**src/pkg/adsel_pkg.sv**
```systemverilog
// adsel_pkg: constants and carrier types for the antenna diversity selector.
// assumes a single 20 MHz clock and synchronous active-high reset.
`default_nettype none

package adsel_pkg;

  // ----------------------------------------
  // timing
  // ----------------------------------------
  localparam int CLK_PERIOD_NS = 50;
  // multipath skew threshold, fixed per unit within 125..375 ns
  localparam int SKEW_TD_NS = 250;
  // longest time rounds down, at least one cycle
  localparam int SKEW_TD_CYC_I = (SKEW_TD_NS / CLK_PERIOD_NS) < 1 ? 1 : (SKEW_TD_NS / CLK_PERIOD_NS);
  // decision latency kept fixed so reply delay jitter stays below 80 ns
  localparam int JITTER_MAX_NS = 80;
  localparam int DECIDE_LAT_CYC = 1;

  localparam int AMP_W = 8;
  localparam int TIME_W = 16;
  localparam logic [TIME_W-1:0] SKEW_TD_CYC = TIME_W'(SKEW_TD_CYC_I);
  // amplitude codes: precise compare band is 6 dB above the trigger level
  localparam logic [AMP_W-1:0] AMP_NEAR_MTL = 8'h06;
  // coarse compare ignores the low bits of the amplitude code
  localparam int COARSE_SHIFT = 2;

  // ----------------------------------------
  // types
  // ----------------------------------------
  // one receive channel's report of a detection
  typedef struct packed {
    logic pair_valid;
    logic pair_seen;
    logic msg_valid;
    logic [AMP_W-1:0] amp;
    logic [TIME_W-1:0] toa;
  } adsel_rx_t;

  // channel choice handed to the transmitter switch
  typedef enum logic [1:0] {
    ADSEL_NONE = 2'b00,
    ADSEL_TOP = 2'b01,
    ADSEL_BOT = 2'b10
  } adsel_sel_t;

endpackage : adsel_pkg

`default_nettype wire

```
**src/rtl/adsel_ampcmp.sv**
```systemverilog
// adsel_ampcmp: symmetric amplitude compare between two channels.
// assumes amplitude codes are in steps above the minimum trigger level.
`default_nettype none

module adsel_ampcmp
  import adsel_pkg::*;
(
  input wire logic [AMP_W-1:0] amp_a,
  input wire logic [AMP_W-1:0] amp_b,
  output logic a_wins,
  output logic b_wins
);

  logic precise;
  logic [AMP_W-1:0] ca;
  logic [AMP_W-1:0] cb;

  // precise only when both weak; else coarse, cheaper and good enough
  always_comb
  begin
    precise = (amp_a <= AMP_NEAR_MTL) && (amp_b <= AMP_NEAR_MTL);
    ca = precise ? amp_a : (amp_a >> COARSE_SHIFT);
    cb = precise ? amp_b : (amp_b >> COARSE_SHIFT);
    // equal codes give neither side the win
    a_wins = ca > cb;
    b_wins = cb > ca;
  end

endmodule : adsel_ampcmp

`default_nettype wire

```
**src/rtl/adsel_top.sv**
```systemverilog
// adsel_top: reply antenna selection for a two-channel diversity transponder.
// assumes rx reports are one-cycle strobes synchronous to clk.
// Overview of operation
// - reply goes to stronger received channel
// - amplitude compare only if both pairs valid
// - single valid channel chosen without comparing
// - decision may wait for message, bounded latency
// - parallel decoders: compare only both messages valid
// - later signal beyond skew is multipath
// - no preference for top or bottom
// - precise compare only near trigger level
// - never alternate antenna at preset rate
// - fixed decision latency keeps delay jitter low
`default_nettype none

module adsel_top
  import adsel_pkg::*;
(
  input wire logic clk,
  input wire logic sys_rst,
  input wire adsel_pkg::adsel_rx_t rx_top,
  input wire adsel_pkg::adsel_rx_t rx_bot,
  input wire logic use_msg,
  input wire logic tie_prev_top,
  output adsel_pkg::adsel_sel_t sel_r,
  output logic sel_strobe_r,
  output logic tx_key_r
);

  logic ok_t;
  logic ok_b;
  logic seen;
  logic t_wins;
  logic b_wins;
  logic [TIME_W-1:0] skew_tb;
  logic [TIME_W-1:0] skew_bt;
  adsel_sel_t sel_nxt;

  // ----------------------------------------
  // validity gate
  // ----------------------------------------
  // pair or message mode, chosen by use_msg
  always_comb
  begin
    ok_t = use_msg ? rx_top.msg_valid : rx_top.pair_valid;
    ok_b = use_msg ? rx_bot.msg_valid : rx_bot.pair_valid;
    seen = rx_top.pair_seen | rx_bot.pair_seen;
    skew_tb = rx_top.toa - rx_bot.toa;
    skew_bt = rx_bot.toa - rx_top.toa;
  end

  adsel_ampcmp u_cmp (
    .amp_a(rx_top.amp),
    .amp_b(rx_bot.amp),
    .a_wins(t_wins),
    .b_wins(b_wins)
  );

  // ----------------------------------------
  // decision
  // ----------------------------------------
  always_comb
  begin
    sel_nxt = ADSEL_NONE;
    if (ok_t && !ok_b)
    begin
      sel_nxt = ADSEL_TOP;
    end
    else if (ok_b && !ok_t)
    begin
      sel_nxt = ADSEL_BOT;
    end
    else if (ok_t && ok_b)
    begin
      if (rx_top.toa > rx_bot.toa && skew_tb > SKEW_TD_CYC)
        sel_nxt = ADSEL_BOT;
      else if (rx_bot.toa > rx_top.toa && skew_bt > SKEW_TD_CYC)
        sel_nxt = ADSEL_TOP;
      else if (t_wins)
        sel_nxt = ADSEL_TOP;
      else if (b_wins)
        sel_nxt = ADSEL_BOT;
      // tie follows external hint, not a fixed antenna
      else
        sel_nxt = tie_prev_top ? ADSEL_TOP : ADSEL_BOT;
    end
  end

  // ----------------------------------------
  // outputs
  // ----------------------------------------
  // sel_r changes only on a received event or on reset
  always_ff @(posedge clk)
  begin
    if (sys_rst)
    begin
      sel_r <= ADSEL_NONE;
      sel_strobe_r <= 1'b0;
      tx_key_r <= 1'b0;
    end
    else
    begin
      sel_strobe_r <= seen;
      tx_key_r <= seen && (sel_nxt != ADSEL_NONE);
      if (seen)
        sel_r <= sel_nxt;
    end
  end
endmodule : adsel_top

`default_nettype wire

```
**config.mk**
```make
export PLATFORM = sky130hd
export DESIGN_NAME = adsel_top
export DESIGN_NICKNAME = d
export VERILOG_FILES = /design/src/pkg/adsel_pkg.sv /design/src/rtl/adsel_ampcmp.sv /design/src/rtl/adsel_top.sv
export SDC_FILE = /design/constraint.sdc
export NUM_CORES = 1
export LEC_CHECK = 0
export BUFFER_PORTS_ARGS = -buffer_cell sky130_fd_sc_hd__clkbuf_2
export CAP_MARGIN = 5
export CORE_ASPECT_RATIO = 1.75
export CORE_UTILIZATION = 50
export DETAILED_ROUTE_END_ITERATION = 10
export PLACE_DENSITY = 0.79
export SLEW_MARGIN = 30
export SYNTH_ARGS = -nofsm -noshare
export SYNTH_HDL_FRONTEND = slang
export SYNTH_SLANG_ARGS = --single-unit
export TNS_END_PERCENT = 1
```
**constraint.sdc**
```tcl
create_clock -name clk -period 3.3 [get_ports clk]
set_input_delay 0.66 -clock clk [delete_from_list [all_inputs] [get_ports clk]]
set_output_delay 0.66 -clock clk [all_outputs]
set_load 0.02 [all_outputs]
```
==> Word-level counts from Yosys, hierarchy flattened <==
Cells that the tools add are included.
Widths: inputs -> output; s select.
{ "classes": {"addsub": 2, "n_lt_le_gt_ge": 8, "muxes": 12, "bitwise_logic": 1, "reduce_logical": 10} }
{ "op_table": {"columns": ["op", "n"], "rows": [
  ["$gt 16x16->1", 2],
  ["$gt 16x3->1 const B", 2],
  ["$sub 16x16->16", 2],
  ["$gt 8x8->1", 2],
  ["$le 8x3->1 const B", 2],
  ["$mux 2", 8],
  ["$mux 8", 2],
  ["$logic_and 1x1->1", 7],
  ["$logic_not 1->1", 2],
  ["$mux 1", 2],
  ["$reduce_bool 2->1", 1],
  ["$or 1x1->1", 1]
]} }
{ "word_totals": {"ff_bits": 4, "input_bits": 58, "output_inout_bits": 4, "word_cells": 36} }

==> Logic depth before layout (Yosys ltp) <==
Gate-level depths: netlist (run 1).
{ "depth": {"depth_word": 13, "depth_mapped": 14, "mapped_depth_nobuf": 14} }

==> Modules after synthesis <==
Synthesis (run 1) repeated with hierarchy kept, for this count alone.
{ "hier_totals": {"hier_cells": 353, "area_unflattened_um2": 2442.3} }
{ "by_module_without_submodules": {"columns": ["mod", "instances", "cells_per_inst", "area_each_um2", "seq_area_each_um2"], "rows": [
  ["adsel_top", 1, 310, 2105.8, 80.1],
  ["adsel_ampcmp", 1, 43, 336.6, 0.0]
]} }

==> Worst setup path after synthesis (run 1) <==
OpenSTA, ideal clock, no wires.
{ "synth_path": {"path_type": "input-to-reg", "from": "input rx_top[19] (netlist name)", "to": "register sel_r[0]", "setup_time_ns": 0.079, "arrival_time_ns": 3.135, "required_time_ns": 3.221, "path_slack_ns": 0.086, "stages": 14, "n_path_buf": 0, "path_cell_list": "nor4_1 -> nand4_1 -> a31oi_1 -> a21oi_1 -> ha_1 -> nor2b_1 -> o211ai_1 -> a21oi_1 -> o31a_1 -> o31ai_1 -> a2111oi_0 -> a41o_1 -> a21o_1 -> a211oi_2"} }
{ "synth_via": {"elab_chain_cells": 11, "elab_cells_between_ends": 13, "classes_between": "3 x order compare; 9 x mux; 1 x reduce/logical"} }
{ "synth_rtl": {"columns": ["element", "line", "source"], "rows": [
  ["start, declared", "adsel_top.sv:21", "input wire adsel_pkg::adsel_rx_t rx_top,"],
  ["$le 8x3->1", "adsel_ampcmp.sv:21", "precise = (amp_a <= AMP_NEAR_MTL) && (amp_b <= AMP_NEAR_MTL);"],
  ["$logic_and 1x1->1", "adsel_ampcmp.sv:21", null],
  ["$mux 8, on equally long branches", "adsel_ampcmp.sv:23, adsel_ampcmp.sv:22", null],
  ["$gt 8x8->1", "adsel_ampcmp.sv:26", "b_wins = cb > ca;"],
  ["$mux 2", "adsel_top.sv:81", "else if (b_wins)"],
  ["$mux 2 (*)", "adsel_top.sv:79", "else if (t_wins)"],
  ["$mux 2 (*)", "adsel_top.sv:77", "else if (rx_bot.toa > rx_top.toa && skew_bt > SKEW_TD_CYC)"],
  ["$mux 2 (*)", "adsel_top.sv:75", "if (rx_top.toa > rx_bot.toa && skew_tb > SKEW_TD_CYC)"],
  ["$mux 2 (*)", "adsel_top.sv:73", "else if (ok_t && ok_b)"],
  ["$mux 2 (*)", "adsel_top.sv:69", "else if (ok_b && !ok_t)"],
  ["$mux 2 (*)", "adsel_top.sv:65", "if (ok_t && !ok_b)"],
  ["end signal, assigned", "adsel_top.sv:106", "sel_r <= sel_nxt;"],
  ["end, declared", "adsel_top.sv:25", "output adsel_pkg::adsel_sel_t sel_r,"]
]} }
Every way passes the cells marked *; elsewhere a longest branch is shown, timed or not.
A chain may end at the register's enable or synchronous reset.

==> Final worst setup path (run 1) <==
{ "layout_path": {"from": "input rx_top[23] (netlist name)", "to": "register sel_r[0]"} }
Same word-level chain as after synthesis.

==> impl.org, run 1 <==
** Clock tree
- The number of clock buffers added by TritonCTS is 3.
- For the worst-skew pair, the clock arrives at the later sink with an insertion delay of approximately 0.22 ns.
- The root buffer cell chosen for the clock tree is sky130_fd_sc_hd__clkbuf_8.
- CTS clock-pin slew for the worst setup and hold paths :: around 0.03 ns
- The longest clock path from root to sink contains 2 buffers.
- TritonCTS clock tree :: done
- The tree built by TritonCTS fans out to 4 sinks.
- H-tree levels :: 1

** Floorplanning
- The core region is 4670 sq um.
- The die covers 5160 sq um.
- 62 I/O pins were placed.
- The die is 54.7 microns wide.
- Initial standard-cell utilization of the core :: approximately 52%
- In this run the core area contains 33 standard-cell rows.
- In this run the vertical extent of the chip is about 94 microns.

** Placement
- Placed inst area :: ~3000 sq um
- HPWL Detailed :: ~6.6 mm
- Routability-driven placement finished with a final weighted congestion of around 1.0.
- Number of port buffers :: a little over 60

** Yosys
- After technology mapping, the gate count stands at about 350.
- In this run, synthesis inferred 0 flip-flops with an integrated enable.
- For this run, the leading register cell type out of synthesis is sky130_fd_sc_hd__dfxtp_1.
- Of the synthesized area, sequential elements account for between 3 and 4%.
- Flip-flop and latch count after synthesis :: 4
- A synthesized cell averages ~6.9 sq um.
- For this run, the number of Yosys warnings is 0.
- Number of distinct library cells after synthesis :: 70
- Post-Synthesis Cell Area :: 2430 sq um
- Post-synthesis async set-or-reset flop share :: 0%

** Status
- The flow ran to the end, and the final reports show no timing, DRC or antenna violations.

** Route
- # DRC :: 0
- The routed layout has around 3,100 vias.
- Routed via count divided by cell count :: between 6 and 7
- The detailed router finished its first iteration with 90 violations.
- The pre-antenna-repair detailed-routing pass consisted of 5 iterations.
- After detailed routing, the total wire length is just under 8 mm.
- Count of nets left with antenna violations after detail routing :: 0
- Routed WL per cell :: 15.6 microns

** GRT
- The via count of the first global-routing pass was between 3,000 and 4,000.
- Antenna violations before repair :: 0
- The first global-routing pass estimated 12.3 mm of wire.
- For this run, the total global-route usage over all layers was measured as between 30% and 40%.
- The total overflow left after global routing is 0.
- Entering global routing, the biggest net connects 13 pins.

** Setup path
- Critical path startpoint category :: primary input
- Endpoint required time on the critical path :: around 3.4 ns
- Of all nets on the critical path, the largest fanout is 3.
- Signal arrival time at the worst endpoint :: 3.42 ns
- Category of the critical setup timing path :: in -> reg
- STA classifies the critical path endpoint as a flop.

** STA
- After layout, the minimum clock period comes to between 3 and 4 ns.
- Slew Viols, Final :: 0
- Worst-margin pin slew :: between 0.6 and 0.7 ns
- The final critical path takes up 99.4% of the cycle.
- For the final database, setup skew stands at 0 ns.
- Final-report hold violation count :: 0
- Fmax :: ~0.30 GHz
- Adding up every negative setup slack in the final design gives 0 ns.
- Headroom to the max-slew limit :: a little under three fifths
- Setup repair after global routing could not meet its margin everywhere.
- Final setup violation count :: 0

** Final layout
- Filler cells :: ~430
- After the last flow step, the layout net total stands at about 550.
- Area Overhead vs Synth :: 32.4%
- Share of final-layout standard cells stronger than drive strength 1 :: between 30% and 40%
- # diodes :: 0
- The finished cells cover roughly 3200 sq um.

** Job
- Number of max-cap violations :: 0

** Min path
- The worst hold path belongs to the class reg -> reg.

** Pwr
- The worst-case IR drop observed on VDD is 0.167 mV.
- After layout, the design draws a total of roughly 0.7 mW.
- In this run the static leakage power is 1.67 nW.
- Pwr per Cell Area :: around 220 nW/um^2
## cells in the mapped netlist, drive strengths merged (4+ instances only)
cell type | count | area [sq um]
a21o | 11 | 82.6
nor2 | 28 | 108
dfxtp | 4 | 80.1
inv | 49 | 184
nor2b | 7 | 46.3
mux2 | 4 | 48.8
a211oi | 9 | 72.6
nand4 | 11 | 68.8
mux2i | 4 | 40.0
nor3 | 6 | 30.0
nand3 | 10 | 50.1
ha | 40 | 500
xnor2 | 4 | 35.0
clkbuf | 8 | 30.0
a21oi | 33 | 165
nand2 | 18 | 70.1
buf | 10 | 58.8
o211ai | 4 | 30.0
nor4 | 5 | 37.5
o31ai | 6 | 50.1
a2111oi | 5 | 51.3
a31oi | 4 | 25.0
o21ai | 17 | 88.8
## flip-flops by register name (all words and copies together), names as in the netlist
name	count
sel_strobe_r	1
tx_key_r	1
sel_r	2
## path summary, 6_finish.rpt
kind / start / end / slack [ns] / cells after the start
setup / recovery: rx_top[23] / sel_r[0]$_SDFFE_PP0P_ / 0.02 / 16
hold / removal: sel_r[1]$_SDFFE_PP0P_ / sel_r[1]$_SDFFE_PP0P_ / 0.50 / 2
setup reg to reg: sel_r[0]$_SDFFE_PP0P_ / sel_r[0]$_SDFFE_PP0P_ / 2.59 / 2
hold reg to reg: sel_r[1]$_SDFFE_PP0P_ / sel_r[1]$_SDFFE_PP0P_ / 0.50 / 2
## repair_timing
item                                    in CTS  in global routing
gates resized for setup                      3                 16
cloned                                       0                  0
setup buffers                                0                  1
pin swaps                                    1                  9
hold buffers                                 0                  0
endpoints found under the setup margin       2                  2
## final cells by class
type / count / area (sq um) / area share [%]
clock buffers: 3 / 41.3 / 1.28
inverters: 50 / 188 / 5.83
multi-input cells: 284 / 2140 / 66.6
flip-flops and latches: 4 / 80.1 / 2.49
well taps: 52 / 65.1 / 2.02
repair buffers: 111 / 701 / 21.8
## through the flow
| step | setup WS, ns | cells | util (%) | hold slack [ns] |
|---|---|---|---|---|
| 2_1_floorplan | 0.0859 | 356 | - | 0.617 |
| 3_3_place_gp | -0.268 | 500 | 66.2 | 0.501 |
| 3_5_place_dp | -0.340 | 500 | 66.2 | 0.497 |
| 4_1_cts | 0.0134 | 503 | 67.5 | 0.505 |
| 5_1_grt | -0.202 | 504 | 69.0 | 0.533 |
| 6_report | 0.0189 | 504 | 69.0 | 0.501 |
## where the power goes
group	internal [mW]	switching, mW	leakage [nW]	total (mW)
Clock	0.0778	0.0262	0.0216	0.104
Sequential	0.0532	0.00158	0.0334	0.0548
Combinational	0.252	0.300	1.62	0.552
## worst max-delay path, cell delays in order
cell and delay [ns]:
sky130_fd_sc_hd__clkbuf_2 0.12, sky130_fd_sc_hd__nor4_4 0.26, sky130_fd_sc_hd__nand4_1 0.19, sky130_fd_sc_hd__a31oi_4 0.23
sky130_fd_sc_hd__buf_6 0.14, sky130_fd_sc_hd__mux2i_2 0.24, sky130_fd_sc_hd__ha_2 0.21, sky130_fd_sc_hd__nor2b_1 0.04
sky130_fd_sc_hd__o211ai_1 0.17, sky130_fd_sc_hd__a21oi_1 0.09, sky130_fd_sc_hd__o31a_1 0.33, sky130_fd_sc_hd__o31ai_2 0.08
sky130_fd_sc_hd__a2111oi_2 0.07, sky130_fd_sc_hd__a41o_1 0.26, sky130_fd_sc_hd__a21o_1 0.16, sky130_fd_sc_hd__a211oi_2 0.16
## metal layers
metal	up-vias	GRT usage [%]	wire length (microns)
met2	143	59.2	4360
met1	1391	27.5	2560
li1	1481	-	-
met4	0	24.8	598
met5	-	0	0
met3	53	5.34	327
## cell families after synthesis
family | synth area share, %
AO/OA/AOI/OAI | 33.9
flip-flops | 3.29
other | 0.309
XOR/XNOR | 2.52
multiplexers | 3.65
buffers and inverters | 11.4
AND/OR/NAND/NOR | 22.7
adder cells (fa/ha/maj) | 22.2
## placed cells by master, fill, tap and decap left out, types with 3 or more instances in the layout
| cell type | n |
|---|---|
| sky130_fd_sc_hd__a211oi_1 | 8 |
| sky130_fd_sc_hd__a21o_1 | 11 |
| sky130_fd_sc_hd__a21oi_1 | 33 |
| sky130_fd_sc_hd__a22oi_1 | 3 |
| sky130_fd_sc_hd__a31oi_1 | 3 |
| sky130_fd_sc_hd__buf_4 | 49 |
| sky130_fd_sc_hd__clkbuf_2 | 59 |
| sky130_fd_sc_hd__clkbuf_8 | 3 |
| sky130_fd_sc_hd__conb_1 | 4 |
| sky130_fd_sc_hd__dfxtp_1 | 4 |
| sky130_fd_sc_hd__ha_1 | 39 |
| sky130_fd_sc_hd__inv_1 | 49 |
| sky130_fd_sc_hd__mux2_2 | 3 |
| sky130_fd_sc_hd__mux2i_1 | 3 |
| sky130_fd_sc_hd__nand2_1 | 17 |
| sky130_fd_sc_hd__nand2b_1 | 3 |
| sky130_fd_sc_hd__nand3_1 | 10 |
| sky130_fd_sc_hd__nand4_1 | 11 |
| sky130_fd_sc_hd__nor2_1 | 27 |
| sky130_fd_sc_hd__nor2b_1 | 6 |
| sky130_fd_sc_hd__nor3_1 | 6 |
| sky130_fd_sc_hd__nor3b_1 | 3 |
| sky130_fd_sc_hd__o211ai_1 | 4 |
| sky130_fd_sc_hd__o21a_1 | 3 |
| sky130_fd_sc_hd__o21ai_0 | 16 |
| sky130_fd_sc_hd__o22ai_1 | 3 |
| sky130_fd_sc_hd__o31ai_1 | 4 |
| sky130_fd_sc_hd__xnor2_1 | 4 |
| sky130_fd_sc_hd__xor2_1 | 3 |
Power figures use the tool's default switching activity.
==> run 2: changes to the inputs <==
--- a/config.mk
+++ b/config.mk
@@ -6,8 +6,10 @@
 export NUM_CORES = 1
 export LEC_CHECK = 0
+export ABC_CLOCK_PERIOD_IN_PS = 3300
 export BUFFER_PORTS_ARGS = -buffer_cell sky130_fd_sc_hd__clkbuf_2
 export CAP_MARGIN = 5
 export CORE_ASPECT_RATIO = 1.75
 export CORE_UTILIZATION = 50
+export CTS_CLUSTER_DIAMETER = 100
 export DETAILED_ROUTE_END_ITERATION = 10
 export PLACE_DENSITY = 0.79
==> constraint.sdc (replaced) <==
create_clock -name clk -period 3.3 [get_ports clk]
set_input_delay 0.825 -clock clk [delete_from_list [all_inputs] [get_ports clk]]
set_output_delay 0.825 -clock clk [all_outputs]
set_load 0.02 [all_outputs]
==> run 2 against run 1 <==
The flow now finishes with violations (setup timing). Register-to-register slack about the same. Wire length increased by 6.2%. Setup slack got worse by 0.16 ns. Global-route usage increased by 2.0 points. Final cell count increased by 3.8%. Non-clock buffer count increased by 19. Hold slack improved by 0.045 ns. Sequential power increased by 0.9%. Critical path depth unchanged. Final area increased by 4.2%. Critical path type unchanged. Largest cell class unchanged.
==> impl.org, run 2 (synthesized netlist as in run 1, its figures left out) <==
** Status
- Outcome :: complete, but fails checks (was completed)
- Violated checks :: setup timing

** Clock tree
- CTS root buffer :: sky130_fd_sc_hd__clkbuf_8 (unchanged)
- Quantity of hold-fixing buffers added after cts :: 0 (unchanged)
- Clock Latency Late Sink :: 0.22 ns (about the same)
- CTS clock-pin slew for the worst setup and hold paths :: 0.03 ns (about the same)
- Sink Count :: 4 (unchanged)
- Cts bufs inserted :: 3 (unchanged)
- TritonCTS clock tree :: done (unchanged)
- H-tree levels :: 1 (unchanged)
- The worst-case clock buffer depth was 2 (unchanged).

** Placement
- The number of I/O port buffers is 61 (unchanged).
- The post-DP HPWL came to 6.93 mm (was 6.61 mm).
- The final weighted congestion of routability-driven global placement came to 1.06 (was 1.00).
- Placed inst area :: 3240 sq um (was 3090 sq um)
- The placed instance count is 519 (was 500).

** Setup path
- The category of the worst setup path capture point is a flop (unchanged).
- The data required time of the worst path is 3.40 ns (was 3.44 ns).
- The peak fanout along the critical path is 2 (was 3).
- Category of the critical setup timing path :: in -> reg (unchanged)
- Signal arrival time at the worst endpoint :: 3.54 ns (was 3.42 ns)
- Ordered list of cells on the worst path: clkbuf_2, nor4_4, nand4_1, buf_4, buf_4, mux2_2, ha_4, nor2b_1, o211ai_1, a21oi_1, o31a_1, o31ai_2, a2111oi_2, a41o_1, a21o_1, a211oi_2 (was clkbuf_2, nor4_4, nand4_1, a31oi_4, buf_6, mux2i_2, ha_2, nor2b_1, o211ai_1, a21oi_1, o31a_1, o31ai_2, a2111oi_2, a41o_1, a21o_1, a211oi_2).
- The kind of start point of the critical path is a primary input (unchanged).
- Slowest cell on the critical path :: sky130_fd_sc_hd__a2111oi_2 (was sky130_fd_sc_hd__o31a_1)
- Number of buffers and inverters on the critical path :: 3 (was 2)
- Slowest Stage Delay on Critical Path :: 0.32 ns (was 0.33 ns)
- CP most frequent cell :: sky130_fd_sc_hd__buf_4
- The largest delay contributor family on the critical path is compound AO/OA/AOI/OAI gates (unchanged).

** Min path
- The class of the most critical hold timing path was reg -> reg (unchanged).

** STA
- Share of the cycle needed by the critical path after routing :: 104% (was 99.4%)
- RSZ-0062 raised after global routing: yes (unchanged).
- Worst Hold Slack :: 0.546 ns (was 0.501 ns)
- The maximum clock skew at final layout came to 0 ns (unchanged).
- Crit path time final :: 3.45 ns (was 3.28 ns)
- The number of endpoints failing setup at the final stage came to 2 (was 0).
- The number of hold violations in the final report is 0 (unchanged).
- Worst-margin pin slew :: 0.649 ns (was 0.660 ns)
- The relative max-transition margin is 56.1% (was 55.4%).
- The maximum achievable frequency was 0.290 GHz (was 0.305 GHz).
- Final worst-path setup slack :: -0.145 ns (was 0.0189 ns)
- The max-slew violation count was 0 (unchanged).

** Pwr
- The switching portion of total power came to 45.8% (was 46.1%).
- The internal power summed over all cells came to 0.398 mW (was 0.383 mW).
- Part of the power in combinational logic :: 78.4% (was 77.7%)
- The power density relative to cell area was 219 nW/um^2 (was 221 nW/um^2).
- Switching power :: 0.336 mW (was 0.328 mW)
- The part of the total power dissipated in the clock network came to 14.1% (was 14.6%).
- The portion of total power attributed to sequential cells is 7.5% (was 7.7%).
- The cell leakage power was 1.76 nW (was 1.67 nW).
- Peak supply drop :: 0.165 mV (was 0.167 mV)

** Route
- Routed WL per cell :: 15.9 microns (was 15.6 microns)
- The post-route antenna net violation count was 0 (unchanged).
- Initial DRC Count :: 134 (was 90)
- Wire length reported by the detailed router :: 8.33 mm (was 7.85 mm)
- The number of iterations in the first detailed-routing pass came to 5 (unchanged).
- The per-cell via count in the routed design is 6.00 (was 6.09).
- # DRC :: 0 (unchanged)
- Number of vias in the routed layout :: 3,137 (was 3,068)

** Final layout
- Leading cell types in the layout, fill and taps excluded :: sky130_fd_sc_hd__buf_4, sky130_fd_sc_hd__clkbuf_2, sky130_fd_sc_hd__inv_1 (was sky130_fd_sc_hd__clkbuf_2, sky130_fd_sc_hd__inv_1, sky130_fd_sc_hd__buf_4)
- Share of final-layout standard cells stronger than drive strength 1 :: 34.0% (was 31.2%)
- The number of standard cells in the layout, taps in and fillers out came to 523 (was 504).
- Regs by FF count :: sel_r x2, sel_strobe_r x1, tx_key_r x1 (unchanged)
- Area of all placed cells without fillers :: 3360 sq um (was 3220 sq um)
- The final antenna diode count came to 0 (unchanged).
- The final-stage net count was 573 (was 554).
- The count of fill cells added during filler insertion was 400 (was 432).
- Area Overhead vs Synth :: 38.0% (was 32.4%)
- The most common cell after layout, fill and taps aside is sky130_fd_sc_hd__buf_4 (was sky130_fd_sc_hd__clkbuf_2).
- The largest register by flop count was sel_r (unchanged).
- Final Util :: 71.9% (was 69.0%)
- Area occupied by multi-input gates :: 2150 sq um (was 2140 sq um)
- Area occupied by registers :: 80.1 sq um (unchanged)
- Flip-flop count of the largest register, all copies and words added :: 2 (unchanged)

** GRT
- The via count of the first global-routing pass was 3,106 (was 3,032).
- Overflow left after global routing :: 0 (unchanged)
- Antenna violations before repair :: 0 (unchanged)
- The first-pass GRT wire length was 13.1 mm (was 12.3 mm).
- Overall track demand over capacity in global routing :: 34.0% (was 32.0%)
- The maximum number of pins on one net before global-route repair is 12 (was 13).

** Floorplanning
- Die Wd :: 54.7 microns (unchanged)
- The floorplan core area came to 4670 sq um (unchanged).
- Initial standard-cell utilization of the core :: 52.1% (unchanged)
- Num ports :: 62 (unchanged)
- The overall die area was 5160 sq um (unchanged).
- Standard-cell rows :: 33 (unchanged)
- Die boundary height :: 94.2 microns (unchanged)

** Job
- The max-capacitance violation count came to 0 (unchanged).
## run 2: cell count changes in the layout (fill, tap and decap cells not counted), moves of 2 or more
cell                       delta
sky130_fd_sc_hd__buf_4       +19
sky130_fd_sc_hd__o21ai_1      +2
sky130_fd_sc_hd__clkbuf_2     +2
sky130_fd_sc_hd__o21ai_0      -2
## run 2: area by class of cell
class                           count  area share [%]
Clock buffer                        3            1.23
Tap cell                           52            1.94
Inverter                           50            5.59
Sequential cell                     4            2.39
Multi-Input combinational cell    284            64.2
Timing Repair Buffer              130            24.6
## run 2: worst min-delay path: stages, from the launching register on
cell and delay, ns:
sky130_fd_sc_hd__dfxtp_1 0.34, sky130_fd_sc_hd__a32oi_1 0.10, sky130_fd_sc_hd__nand2_1 0.08
## run 2: path summary, 6_finish.rpt
| check | from | endpoint | slack [ns] | cells after the start |
|---|---|---|---|---|
| worst min-delay path | sel_r[1]$_SDFFE_PP0P_ | sel_r[1]$_SDFFE_PP0P_ | 0.55 | 2 |
| worst max-delay path | rx_bot[22] | sel_r[0]$_SDFFE_PP0P_ | -0.15 | 16 |
| worst min register to register | sel_r[1]$_SDFFE_PP0P_ | sel_r[1]$_SDFFE_PP0P_ | 0.55 | 2 |
| worst max register to register | sel_r[0]$_SDFFE_PP0P_ | sel_r[0]$_SDFFE_PP0P_ | 2.58 | 2 |
## run 2: timing repair
action                                  4_1_cts  5_1_grt
pin swaps                                     9        7
setup buffers                                 1        0
resized for setup                             9        4
endpoints found under the setup margin        2        2
## run 2: power by group through the flow
stage	Combinational [mW]	Clock (mW)	Sequential (mW)
floorplan	0.326	0	0.0612
global placement	0.539	0	0.0557
detailed placement	0.550	0	0.0557
CTS	0.562	0.104	0.0552
global route	0.625	0.105	0.0559
finish	0.576	0.103	0.0553
## run 2: routing by layer
| metal | GRT usage (%) | vias up | routed length, microns | part of all wire [%] |
|---|---|---|---|---|
| li1 | - | 1525 | - | - |
| met1 | 30.1 | 1421 | 2680 | 32 |
| met2 | 64.3 | 141 | 4630 | 56 |
| met3 | 4.05 | 50 | 381 | 4.6 |
| met4 | 23.5 | 0 | 646 | 7.8 |
| met5 | 0 | - | 0 | 0 |
## run 2: stage by stage
stage / setup slack (ns) / setup TNS, ns / power, mW
after floorplan: 0.000363 / 0 / 0.387
after global placement: -0.466 / -0.844 / 0.595
after detailed placement: -0.495 / -0.887 / 0.606
after CTS: -0.166 / -0.259 / 0.721
after global routing: -0.344 / -0.624 / 0.786
final: -0.145 / -0.233 / 0.735
